## src/core/cmp_d_pkg.sv

```systemverilog
// Purpose: Shared constants and carriers for the debug comparator D control block
// Assumes: 8-bit register port, 16-bit register address, 24-bit bus address
// Notes:   Field positions and the register offset are named here only once
package cmp_d_pkg;
    localparam int          REG_ADDR_W    = 16;
    localparam int          BUS_ADDR_W    = 24;
    localparam logic [15:0] CTRL_OFFSET   = 16'h0140;
    localparam int          BIT_PC_SEL    = 5;
    localparam int          BIT_DIR_VALUE = 3;
    localparam int          BIT_DIR_QUAL  = 2;
    localparam int          BIT_ON        = 0;
    localparam logic [7:0]  CTRL_RESET    = 8'h00;
    localparam logic [7:0]  CTRL_WMASK    = 8'h2D;
    localparam logic        DIR_WRITE     = 1'b0;
    localparam logic        DIR_READ      = 1'b1;

    typedef struct packed {
        logic        pc_compare_select;
        logic        direction_value;
        logic        direction_qualify_enable;
        logic        comparator_on;
    } cmp_cfg_s;

    typedef struct packed {
        logic                  valid;
        logic [23:0]           addr;
        logic                  read;
    } data_access_s;

    typedef struct packed {
        logic                  valid;
        logic [23:0]           addr;
    } exec_event_s;
endpackage

```

## src/core/cmp_d_match.sv

```systemverilog
// Purpose: Combinational address and direction match for one comparator
// Assumes: Configuration already resolved between own and pair settings
// Notes:   Pure logic; the top registers the result
`timescale 1ns/1ps
module cmp_d_match (
    input  wire cmp_d_pkg::cmp_cfg_s     cfg,
    input  wire logic [23:0]             cmp_addr,
    input  wire cmp_d_pkg::data_access_s data_acc,
    input  wire cmp_d_pkg::exec_event_s  exec_ev,
    output logic                         hit
);
    import cmp_d_pkg::*;

    logic dir_ok;

    always_comb begin
        // Direction only blocks when qualification is on
        dir_ok = !cfg.direction_qualify_enable
                 || (cfg.direction_value == data_acc.read);
        hit = 1'b0;
        if (cfg.comparator_on) begin
            if (cfg.pc_compare_select) begin
                hit = exec_ev.valid && (exec_ev.addr == cmp_addr);
            end else begin
                hit = data_acc.valid && (data_acc.addr == cmp_addr) && dir_ok;
            end
        end
    end
endmodule

```

## src/core/debug_address_comparator_d.sv

```systemverilog
// Purpose: Control register and match output for debug comparator D
// Assumes: Register port strobes are single cycle and never both high
// Notes:   Writes are dropped while the debug unit is armed
//
// Summary of operation
// - Control at 0x0140, writes only when disarmed
// - Bit 5 selects PC or data compare
// - Bit 3 picks write(0) or read(1) match
// - Bit 2 enables direction qualification, PC ignores
// - Bit 0 enables; disabled never matches
// - Pair range mode uses comparator C control
// - Direction truth table gates data matches
// - PC match at execution, direction independent
`timescale 1ns/1ps
module debug_address_comparator_d (
    input  wire logic                     clock,
    input  wire logic                     resetn,
    input  wire logic [15:0]              reg_addr,
    input  wire logic [7:0]               reg_wdata,
    input  wire logic                     reg_write,
    input  wire logic                     reg_read,
    output logic      [7:0]               reg_rdata,
    input  wire logic                     debug_unit_armed,
    input  wire logic                     comparator_pair_mode,
    input  wire logic [7:0]               comparator_c_control,
    input  wire logic [23:0]              cmp_addr,
    input  wire cmp_d_pkg::data_access_s  data_acc,
    input  wire cmp_d_pkg::exec_event_s   exec_ev,
    output logic                          match
);
    import cmp_d_pkg::*;

    // ----------------------------------------
    // Control register
    // ----------------------------------------
    logic [7:0] comparator_d_control;
    logic       ctrl_sel;

    assign ctrl_sel = (reg_addr == CTRL_OFFSET);

    always_ff @(posedge clock) begin
        if (!resetn) begin
            comparator_d_control <= CTRL_RESET;
        end else if (reg_write && ctrl_sel && !debug_unit_armed) begin
            comparator_d_control <= reg_wdata & CTRL_WMASK;
        end
    end

    always_ff @(posedge clock) begin
        if (!resetn) begin
            reg_rdata <= 8'h00;
        end else if (reg_read && ctrl_sel) begin
            reg_rdata <= comparator_d_control;
        end else begin
            reg_rdata <= 8'h00;
        end
    end

    // ----------------------------------------
    // Configuration select and match
    // ----------------------------------------
    logic [7:0] eff_ctrl;
    cmp_cfg_s   cfg;
    logic       hit;

    // Range mode hands the whole configuration to comparator C
    assign eff_ctrl = comparator_pair_mode ? comparator_c_control
                                           : comparator_d_control;

    // One writer for the whole carrier keeps the struct single driven
    always_comb begin
        cfg                          = '0;
        cfg.pc_compare_select        = eff_ctrl[BIT_PC_SEL];
        cfg.direction_value          = eff_ctrl[BIT_DIR_VALUE];
        cfg.direction_qualify_enable = eff_ctrl[BIT_DIR_QUAL];
        cfg.comparator_on            = eff_ctrl[BIT_ON];
    end

    cmp_d_match u_match (
        .cfg      (cfg),
        .cmp_addr (cmp_addr),
        .data_acc (data_acc),
        .exec_ev  (exec_ev),
        .hit      (hit)
    );

    always_ff @(posedge clock) begin
        if (!resetn) begin
            match <= 1'b0;
        end else begin
            match <= hit;
        end
    end

    // ----------------------------------------
    // Checks
    // ----------------------------------------
    chk_armed_write_blocked: assert property (@(posedge clock) disable iff (!resetn)
        (reg_write && ctrl_sel && debug_unit_armed) |=> $stable(comparator_d_control))
        else $error("control changed while armed");

    chk_write_takes: assert property (@(posedge clock) disable iff (!resetn)
        (reg_write && ctrl_sel && !debug_unit_armed)
        |=> comparator_d_control == ($past(reg_wdata) & CTRL_WMASK))
        else $error("disarmed write not stored");

    chk_read_data: assert property (@(posedge clock) disable iff (!resetn)
        (reg_read && ctrl_sel) |=> reg_rdata == $past(comparator_d_control))
        else $error("read data wrong");

    chk_reserved_zero: assert property (@(posedge clock) disable iff (!resetn)
        (comparator_d_control & ~CTRL_WMASK) == 8'h00)
        else $error("reserved bits set");

    chk_rdata_idle: assert property (@(posedge clock) disable iff (!resetn)
        !(reg_read && ctrl_sel) |=> reg_rdata == 8'h00)
        else $error("read data outside read slot");

    chk_other_addr: assert property (@(posedge clock) disable iff (!resetn)
        (reg_write && !ctrl_sel) |=> $stable(comparator_d_control))
        else $error("unmapped write changed control");

    chk_no_write_hold: assert property (@(posedge clock) disable iff (!resetn)
        !reg_write |=> $stable(comparator_d_control))
        else $error("control changed without write");

    chk_reset_clears: assert property (@(posedge clock)
        !resetn |=> (match == 1'b0 && reg_rdata == 8'h00
                     && comparator_d_control == CTRL_RESET))
        else $error("reset did not clear state");

    // ----------------------------------------
    // Match path checks
    // ----------------------------------------
    // Each check looks one edge after the event, where match is registered
    chk_off_no_match: assert property (@(posedge clock) disable iff (!resetn)
        !eff_ctrl[BIT_ON] |=> !match)
        else $error("match while disabled");

    chk_pc_needs_exec: assert property (@(posedge clock) disable iff (!resetn)
        (eff_ctrl[BIT_PC_SEL] && !exec_ev.valid) |=> !match)
        else $error("pc match without execution");

    chk_pc_hit: assert property (@(posedge clock) disable iff (!resetn)
        (eff_ctrl[BIT_ON] && eff_ctrl[BIT_PC_SEL] && exec_ev.valid
         && exec_ev.addr == cmp_addr) |=> match)
        else $error("pc match missed");

    chk_pc_no_data: assert property (@(posedge clock) disable iff (!resetn)
        (eff_ctrl[BIT_PC_SEL] && data_acc.valid
         && !(exec_ev.valid && exec_ev.addr == cmp_addr)) |=> !match)
        else $error("pc mode matched a data access");

    chk_data_source: assert property (@(posedge clock) disable iff (!resetn)
        (!eff_ctrl[BIT_PC_SEL] && !data_acc.valid) |=> !match)
        else $error("data match without access");

    chk_addr_differs: assert property (@(posedge clock) disable iff (!resetn)
        (!eff_ctrl[BIT_PC_SEL] && data_acc.addr != cmp_addr) |=> !match)
        else $error("data match on other address");

    chk_dir_block: assert property (@(posedge clock) disable iff (!resetn)
        (!eff_ctrl[BIT_PC_SEL] && eff_ctrl[BIT_DIR_QUAL]
         && eff_ctrl[BIT_DIR_VALUE] != data_acc.read) |=> !match)
        else $error("direction mismatch matched");

    chk_read_hit: assert property (@(posedge clock) disable iff (!resetn)
        (eff_ctrl[BIT_ON] && !eff_ctrl[BIT_PC_SEL] && eff_ctrl[BIT_DIR_QUAL]
         && eff_ctrl[BIT_DIR_VALUE] && data_acc.valid && data_acc.read
         && data_acc.addr == cmp_addr) |=> match)
        else $error("qualified read missed");

    chk_write_hit: assert property (@(posedge clock) disable iff (!resetn)
        (eff_ctrl[BIT_ON] && !eff_ctrl[BIT_PC_SEL] && eff_ctrl[BIT_DIR_QUAL]
         && !eff_ctrl[BIT_DIR_VALUE] && data_acc.valid && !data_acc.read
         && data_acc.addr == cmp_addr) |=> match)
        else $error("qualified write missed");

    chk_dir_free: assert property (@(posedge clock) disable iff (!resetn)
        (eff_ctrl[BIT_ON] && !eff_ctrl[BIT_PC_SEL] && !eff_ctrl[BIT_DIR_QUAL]
         && data_acc.valid && data_acc.addr == cmp_addr) |=> match)
        else $error("unqualified access missed");

    chk_pair_mode: assert property (@(posedge clock) disable iff (!resetn)
        (comparator_pair_mode && !comparator_c_control[BIT_ON]) |=> !match)
        else $error("own control used in range mode");

    chk_pair_governs: assert property (@(posedge clock) disable iff (!resetn)
        (comparator_pair_mode && comparator_c_control[BIT_ON]
         && !comparator_c_control[BIT_PC_SEL] && !comparator_c_control[BIT_DIR_QUAL]
         && data_acc.valid && data_acc.addr == cmp_addr) |=> match)
        else $error("pair control not applied");

    // ----------------------------------------
    // Coverage of the main scenarios
    // ----------------------------------------
    cov_pc_match:   cover property (@(posedge clock) eff_ctrl[BIT_PC_SEL] ##1 match);
    cov_read_match: cover property (@(posedge clock)
        eff_ctrl[BIT_DIR_QUAL] && data_acc.read ##1 match);
    cov_armed_wr:   cover property (@(posedge clock)
        reg_write && ctrl_sel && debug_unit_armed);
    cov_range:      cover property (@(posedge clock) comparator_pair_mode ##1 match);
    cov_write_match: cover property (@(posedge clock)
        eff_ctrl[BIT_DIR_QUAL] && !data_acc.read ##1 match);
endmodule

```

## config.mk

```make
export PLATFORM = sky130hd
export DESIGN_NAME = debug_address_comparator_d
export DESIGN_NICKNAME = d
export VERILOG_FILES = /design/src/core/cmp_d_pkg.sv /design/src/core/cmp_d_match.sv /design/src/core/debug_address_comparator_d.sv
export SDC_FILE = /design/constraint.sdc
export NUM_CORES = 1
export LEC_CHECK = 0
export BUFFER_PORTS_ARGS = -buffer_cell sky130_fd_sc_hd__buf_2
export CAP_MARGIN = 20
export CORE_ASPECT_RATIO = 2
export CORE_MARGIN = 5
export CORE_UTILIZATION = 33
export DETAILED_ROUTE_END_ITERATION = 10
export GPL_ROUTABILITY_DRIVEN = 1
export GPL_TIMING_DRIVEN = 0
export PLACE_DENSITY_LB_ADDON = 0.08
export SETUP_SLACK_MARGIN = 0.02
export SLEW_MARGIN = 0
export SYNTH_ARGS = -nofsm -noshare
export SYNTH_HDL_FRONTEND = slang
export SYNTH_HIERARCHICAL = 1
export SYNTH_SLANG_ARGS = --single-unit
```

## constraint.sdc

```tcl
create_clock -name clock -period 2.2 [get_ports clock]
set_input_delay 0.22 -clock clock [delete_from_list [all_inputs] [get_ports clock]]
set_output_delay 0.22 -clock clock [all_outputs]
set_load 0.01 [all_outputs]
```

==> impl_results.md, run 1 <==
- Yosys top cell by area: xor2_1
- Hold Crit Class: in -> reg
- Critical-path top delay cell: a2111oi_2
- Vias: 1222
- FP Rows: 28
- Via/cell ratio: 4.70
- Worst skew pair latency: 240 ps
- DRT Wirelength: 3.55 mm
- Synth top area share: 25.2%
- Sw frac: 28.3%
- Hold Violations, Final: 0
- Port bufs: 109
- Hold WS: 228 ps
- CP Capture Type: flop
- Pwr per Cell Area: 354 nW/um2
- Clock-pin slew on the worst setup and hold paths: 40 ps
- CTS buffer count: 3
- Largest net degree at the start of global routing: 6
- # Post-CTS Setup Buffers: 0
- Skew final: 2.78 ps
- Antenna cells: 0
- I/O pin cnt: 122
- Met1 Resource Use GR: 13.7%
- Die span in x: 49.1 um
- Setup violations, final: 0
- Total of max-cap violations: 0
- Share of cells above drive strength 1: 55.7%
- Grt met2 use: 33.7%
- Vias in the first global route: 1381
- Synthesized area per cell: 8.86 um2
- Overall Power: 0.584 mW
- Placer congestion estimate: 0.766
- Outcome: finished, final reports clean
- Initial antenna violation count: 0
- Critical Path Start Type: flop
- Seq/Total Area, Yosys: 17.8%
- Critical path class: reg -> reg
- Synth Cell Area: 1010 um2
- TritonCTS clock tree: done
- Drt first pass iters: 3
- Syn Inst Count: 114
- Clk network pwr share: 33.5%
- VDD IR max: 0.162 mV
- Initial Utilization: 34.3%
- CTS-repair resized insts: 0
- H-Tree Level Count: 1
- R2R setup slack: 350 ps
- Root buf cell: clkbuf_8
- DRC viols: 0
- Worst Path Buf+Inv: 0
- Total GRT Usage: 16.6%
- Ys flop type: dfxtp_1
- Die area: 4330 um2
- NetSw: 0.165 mW
- First-pass GRT wire length: 5.65 mm
- Dpl hpwl: 3.34 mm
- Sequential share of power: 28.0%
- Antenna viol nets, final: 0
- GRT met3 Usage: 4.89%
- YS warnings: 6
- Highest clock rate: 0.541 GHz
- Yosys reg bits: 9
- Clk sinks: 9
- Total global routing overflow: 0
- Leak Pwr: 0.816 nW
- Unique masters post-synth: 22
- Post-synth EDFFs: 0
- Area growth, synth to finish: 63.3%
- Final period util: 84.0%
- Internal power: 0.419 mW
- Unrepaired setup endpoints after global routing: no
- Placeable Area: 2940 um2
- Setup tns final: 0 ps
- Critical path cell sequence: mux2_2 -> xor2_1 -> a2111oi_2 -> nand4_1 -> nor4_1 -> o21a_1 -> and2_1
- Peak fanout along the critical path: 3
- Clock tree buffer depth: 2
- Logic pwr share: 38.5%
- Slew Viols, Final: 0
- Die Height: 88.2 um
- Max incr delay on CP: 360 ps
- Delay-heaviest family, CP: simple AND/OR/NAND/NOR gates
- Initial DRC Count: 4
- Cts hold-fix bufs: 0
- WP data required: 2380 ps
- Min cycle time layout: 1850 ps
- GRT busiest layer: met2
- NumNets Final: 344
- Asr flop ratio synth: 0%
- Top cells by area, synth: xor2_1 25%, dfxtp_1 18%, xnor2_1 17%, nor4_2 5.0%, mux2_2 4.5%
- WL/cell: 13.7 um
- CP Data Arrival Time: 2030 ps
-- worst paths after layout --
path / from / to / cells after the start
setup / recovery: comparator_d_control[3]$_SDFFE_PN0P_ / match$_SDFF_PN0_ / 7
hold / removal: resetn / match$_SDFF_PN0_ / 2
hold reg to reg: comparator_d_control[3]$_SDFFE_PN0P_ / reg_rdata[3]$_SDFF_PN0_ / 1
setup reg to reg: comparator_d_control[3]$_SDFFE_PN0P_ / match$_SDFF_PN0_ / 7
-- cell usage in the layout (no fill, tap or decap) --
cell | netlist | layout
nor4_2 | 4 | 4
nor3_1 | 1 | 1
nand2b_1 | 1 | 1
nand3_1 | 6 | 6
a2111oi_2 | 1 | 1
o21ai_0 | 4 | 4
dfxtp_1 | 9 | 9
clkbuf_1 | 0 | 1
and3_4 | 1 | 1
o21a_1 | 1 | 1
nand4_1 | 7 | 7
xor2_1 | 29 | 29
buf_4 | 4 | 4
a21oi_1 | 4 | 4
and4_4 | 1 | 1
and2_1 | 5 | 5
conb_1 | 1 | 4
inv_1 | 2 | 2
clkbuf_8 | 0 | 3
xnor2_1 | 20 | 20
buf_2 | 0 | 109
nor4_1 | 7 | 7
mux2_2 | 4 | 4
and4bb_2 | 1 | 1
nor2b_1 | 1 | 1
-- registers in the layout, summed over array words and instances (netlist names) --
register / count
match: 1
reg_rdata: 4
comparator_d_control: 4
-- area by class of cell --
class                           instances  area (um2)
Inverter                                2        7.51
Timing Repair Buffer                  109         546
Sequential cell                         9         180
Multi-Input combinational cell        102         803
Clock buffer                            4        45.0
Buffer                                  4        30.0
Tap cell                               30        37.5
Fill cell                             314        1290
-- power groups by stage --
stage	combinational (mW)	sequential (mW)	clock [mW]
2_1_floorplan	0.0966	0.167	0
3_3_place_gp	0.220	0.167	0
3_5_place_dp	0.226	0.167	0
4_1_cts	0.227	0.164	0.198
5_1_grt	0.249	0.163	0.208
6_report	0.225	0.164	0.196
-- Yosys cell counts (2+ instances only) --
| master | count |
|---|---|
| xnor2_1 | 20 |
| a21oi_1 | 4 |
| nor4_2 | 4 |
| inv_1 | 2 |
| buf_4 | 4 |
| mux2_2 | 4 |
| and2_1 | 5 |
| dfxtp_1 | 9 |
| nor4_1 | 7 |
| nand4_1 | 7 |
| xor2_1 | 29 |
| o21ai_0 | 4 |
| nand3_1 | 6 |
-- stage by stage --
step / instances / util, % / worst slack [ps] / instance area (um2)
after global routing: 260 / 56.0 / 199 / 1650
after CTS: 260 / 56.0 / 349 / 1650
after floorplan: 117 / - / 503 / 1020
final: 260 / 56.0 / 352 / 1650
after global placement: 256 / 54.5 / 247 / 1600
after detailed placement: 256 / 54.5 / 241 / 1600
-- cells by family after synthesis --
kind of cell    after synthesis  synth area share (%)
compound gates               10                  6.20
xor+xnor                     49                  42.5
buf+inv                       6                  3.72
flops                         9                  17.8
mux                           4                  4.46
other cells                   1                 0.371
simple gates                 35                  24.9
-- routing by layer --
| layer | part of all wire (%) | wire [um] | up-vias |
|---|---|---|---|
| li1 | - | - | 627 |
| met1 | 26 | 927 | 521 |
| met2 | 61 | 2150 | 64 |
| met3 | 11 | 385 | 10 |
| met4 | 2.4 | 86 | 0 |
| met5 | 0 | 0 | - |
Note: power is estimated with default switching activity, not from simulation.
==> run 2: changes to the inputs <==
ABC_AREA = 1   (was default)
CORE_UTILIZATION = 37   (was 33)
clock period = 1.77 ns   (was 2.2 ns; I/O delays follow)
==> impl_results.md, run 2 <==
- Outcome: finished, final reports clean
- I/O pin cnt: 122 (unchanged)
- YS warnings: 6 (unchanged)
- Setup ws final: 381 ps (+29.3 ps)
- Root buf cell: clkbuf_8
- Synth top area share: 28.5% (+3.4 points)
- Most frequent CP cell: nor2_1
- Min cycle time layout: 1390 ps (-459 ps)
- Synth cell count leaders: 100 x nand2_1, 65 x inv_1, 40 x nor2_1
- Initial antenna violation count: 0 (unchanged)
- Synthesized area per cell: 4.82 um2 (-46%)
- Yosys top cell by area: nand2_1
- Unique masters post-synth: 18 (-18%)
- Hold Violations, Final: 0 (unchanged)
- Die area: 4920 um2 (+14%)
- DRT Wirelength: 4.32 mm (+22%)
- DRC viols: 0 (unchanged)
- Slew Viols, Final: 0 (unchanged)
- Placeable Area: 3420 um2 (+16%)
- # Post-CTS Setup Buffers: 0 (unchanged)
- Critical path cell sequence: inv_1 -> o21ai_0 -> nand2_1 -> nand3_1 -> nand4_1 -> nor2_1 -> nand2_1 -> nor2_1 -> nor2_1 -> nor2_1 -> nand2_1 -> inv_1
- NumNets Final: 503 (+46%)
- TritonCTS clock tree: done
- Share of cells above drive strength 1: 31.1% (-25 points)
- Initial Utilization: 38.5% (+4.2 points)
- Unrepaired setup endpoints after global routing: no
- H-Tree Level Count: 1 (unchanged)
- Largest net degree at the start of global routing: 9 (+3)
- Setup tns final: 0 ps (unchanged)
- Final period util: 78.5% (-5.5 points)
- Top-count cell post-synth: nand2_1
- Vias in the first global route: 1827 (+32%)
- Die Height: 94.3 um (+6.9%)
- CP Data Arrival Time: 1570 ps (-460 ps)
- Hold Crit Class: in -> reg
- Dpl hpwl: 4.04 mm (+21%)
- Post-synth EDFFs: 0 (unchanged)
- Clk sinks: 9 (unchanged)
- Setup violations, final: 0 (unchanged)
- Clock tree buffer depth: 2 (unchanged)
- FP Rows: 30 (+7.1%)
- Drt first pass iters: 4 (+1)
- Yosys reg bits: 9 (unchanged)
- Placer congestion estimate: 0.816 (+6.5%)
- Via/cell ratio: 4.29 (-8.7%)
- Highest clock rate: 0.720 GHz (+33%)
- Worst skew pair latency: 230 ps (about the same)
- Total of max-cap violations: 0 (unchanged)
- Pwr per Cell Area: 378 nW/um2 (+6.9%)
- Skew final: 2.10 ps (-0.671 ps)
- Delay-heaviest family, CP: simple AND/OR/NAND/NOR gates
- Top cells by area, synth: nand2_1 29%, inv_1 19%, dfxtp_1 14%, nor2_1 11%, o21ai_0 8.4%
- Critical Path Start Type: flop
- Antenna viol nets, final: 0 (unchanged)
- Leak Pwr: 1.27 nW (+55%)
- Syn Inst Count: 273 (+140%)
- Total GRT Usage: 17.9% (+1.4 points)
- Cts hold-fix bufs: 0 (unchanged)
- CTS buffer count: 3 (unchanged)
- Peak fanout along the critical path: 3 (unchanged)
- CTS-repair resized insts: 0 (unchanged)
- Max incr delay on CP: 300 ps (-60 ps)
- Commonest non-fill, non-tap cell in the layout: buf_2
- Total global routing overflow: 0 (unchanged)
- Vias: 1876 (+54%)
- Worst Path Buf+Inv: 2 (+2)
- Critical path class: reg -> reg
- WL/cell: 9.88 um (-28%)
- VDD IR max: 0.403 mV (+150%)
- Antenna cells: 0 (unchanged)
- Commonest non-fill, non-tap cells in the layout: 109 x buf_2, 100 x nand2_1, 65 x inv_1
- Die span in x: 52.2 um (+6.2%)
- Ys flop type: dfxtp_1
- Top Registers: comparator_d_control: 4 flops, reg_rdata: 4 flops, match: 1 flops
- Final-layout fill cell count: 383 (+22%)
- WP data required: 1950 ps (-430 ps)
- Initial DRC Count: 20 (+16)
- Port bufs: 109 (unchanged)
- Pre-CTS setup slack: 347 ps (+106 ps)
- First-pass GRT wire length: 6.78 mm (+20%)
- Asr flop ratio synth: 0% (unchanged)
- Clock-pin slew on the worst setup and hold paths: 40 ps (about the same)
- Critical-path top delay cell: dfxtp_1
- CP Capture Type: flop
- Seq/Total Area, Yosys: 13.7% (-4.1 points)
- Area growth, synth to finish: 50.3%
- Synth Cell Area: 1320 um2 (+30%)
-- run 2: worst register-to-register path: cells and delay by family (launching register included) --
kind | cells | cell delay (ps)
compound gates | 1 | 200
flops | 1 | 300
buf+inv | 2 | 110
simple gates | 9 | 740
-- run 2: through the flow --
step | utilization (%) | instance area (um2) | power, mW | instances | hold slack, ps
finish | 57.9 | 1980 | 0.748 | 437 | 220
global route | 57.9 | 1980 | 0.811 | 437 | 231
detailed placement | 56.6 | 1930 | 0.519 | 433 | 461
floorplan | - | 1330 | 0.356 | 276 | 270
CTS | 57.9 | 1980 | 0.754 | 437 | 221
global placement | 56.6 | 1930 | 0.515 | 433 | 456
-- run 2: logic make-up (layout without fill, tap and decap cells) --
logic type,count (synthesis),count (layout),share of synthesized area (%)
flip-flops,9,9,13.7
buffers and inverters,70,183,21.1
AND/OR/NAND/NOR,159,159,48.9
other,1,4,0.285
AO/OA/AOI/OAI,24,24,9.32
XOR/XNOR,10,10,6.66
-- run 2: path summary, 6_finish.rpt --
kind,from,to,slack [ps],cells after the start
setup / recovery,comparator_d_control[3]$_SDFFE_PN0P_,match$_SDFF_PN0_,380,12
hold / removal,resetn,comparator_d_control[5]$_SDFFE_PN0P_,220,3
setup reg to reg,comparator_d_control[3]$_SDFFE_PN0P_,match$_SDFF_PN0_,380,12
hold reg to reg,comparator_d_control[0]$_SDFFE_PN0P_,reg_rdata[0]$_SDFF_PN0_,460,2
-- run 2: layout make-up --
| class | count | area (um2) | share of cell area, % |
|---|---|---|---|
| Sequential cell | 9 | 180 | 9.11 |
| Buffer | 4 | 30.0 | 1.52 |
| Multi-Input combinational cell | 197 | 868 | 43.9 |
| Timing Repair Buffer | 109 | 546 | 27.6 |
| Tap cell | 48 | 60.1 | 3.04 |
| Inverter | 66 | 248 | 12.5 |
| Clock buffer | 4 | 45.0 | 2.28 |
-- run 2: power by group --
part	total [mW]	switching (mW)	leakage (nW)	internal (mW)
Clock	0.235	0.0781	0.0228	0.157
Sequential	0.204	0.0000480	0.0725	0.204
Combinational	0.310	0.154	1.17	0.156
Total	0.748	0.232	1.27	0.516
-- run 2: metal layers --
metal,track usage [%],wire (um),part of all wire [%]
met1,14.3,1250,29
met2,38.0,2520,58
met5,0,0,0
met4,7.25,112,2.6
met3,3.97,441,10
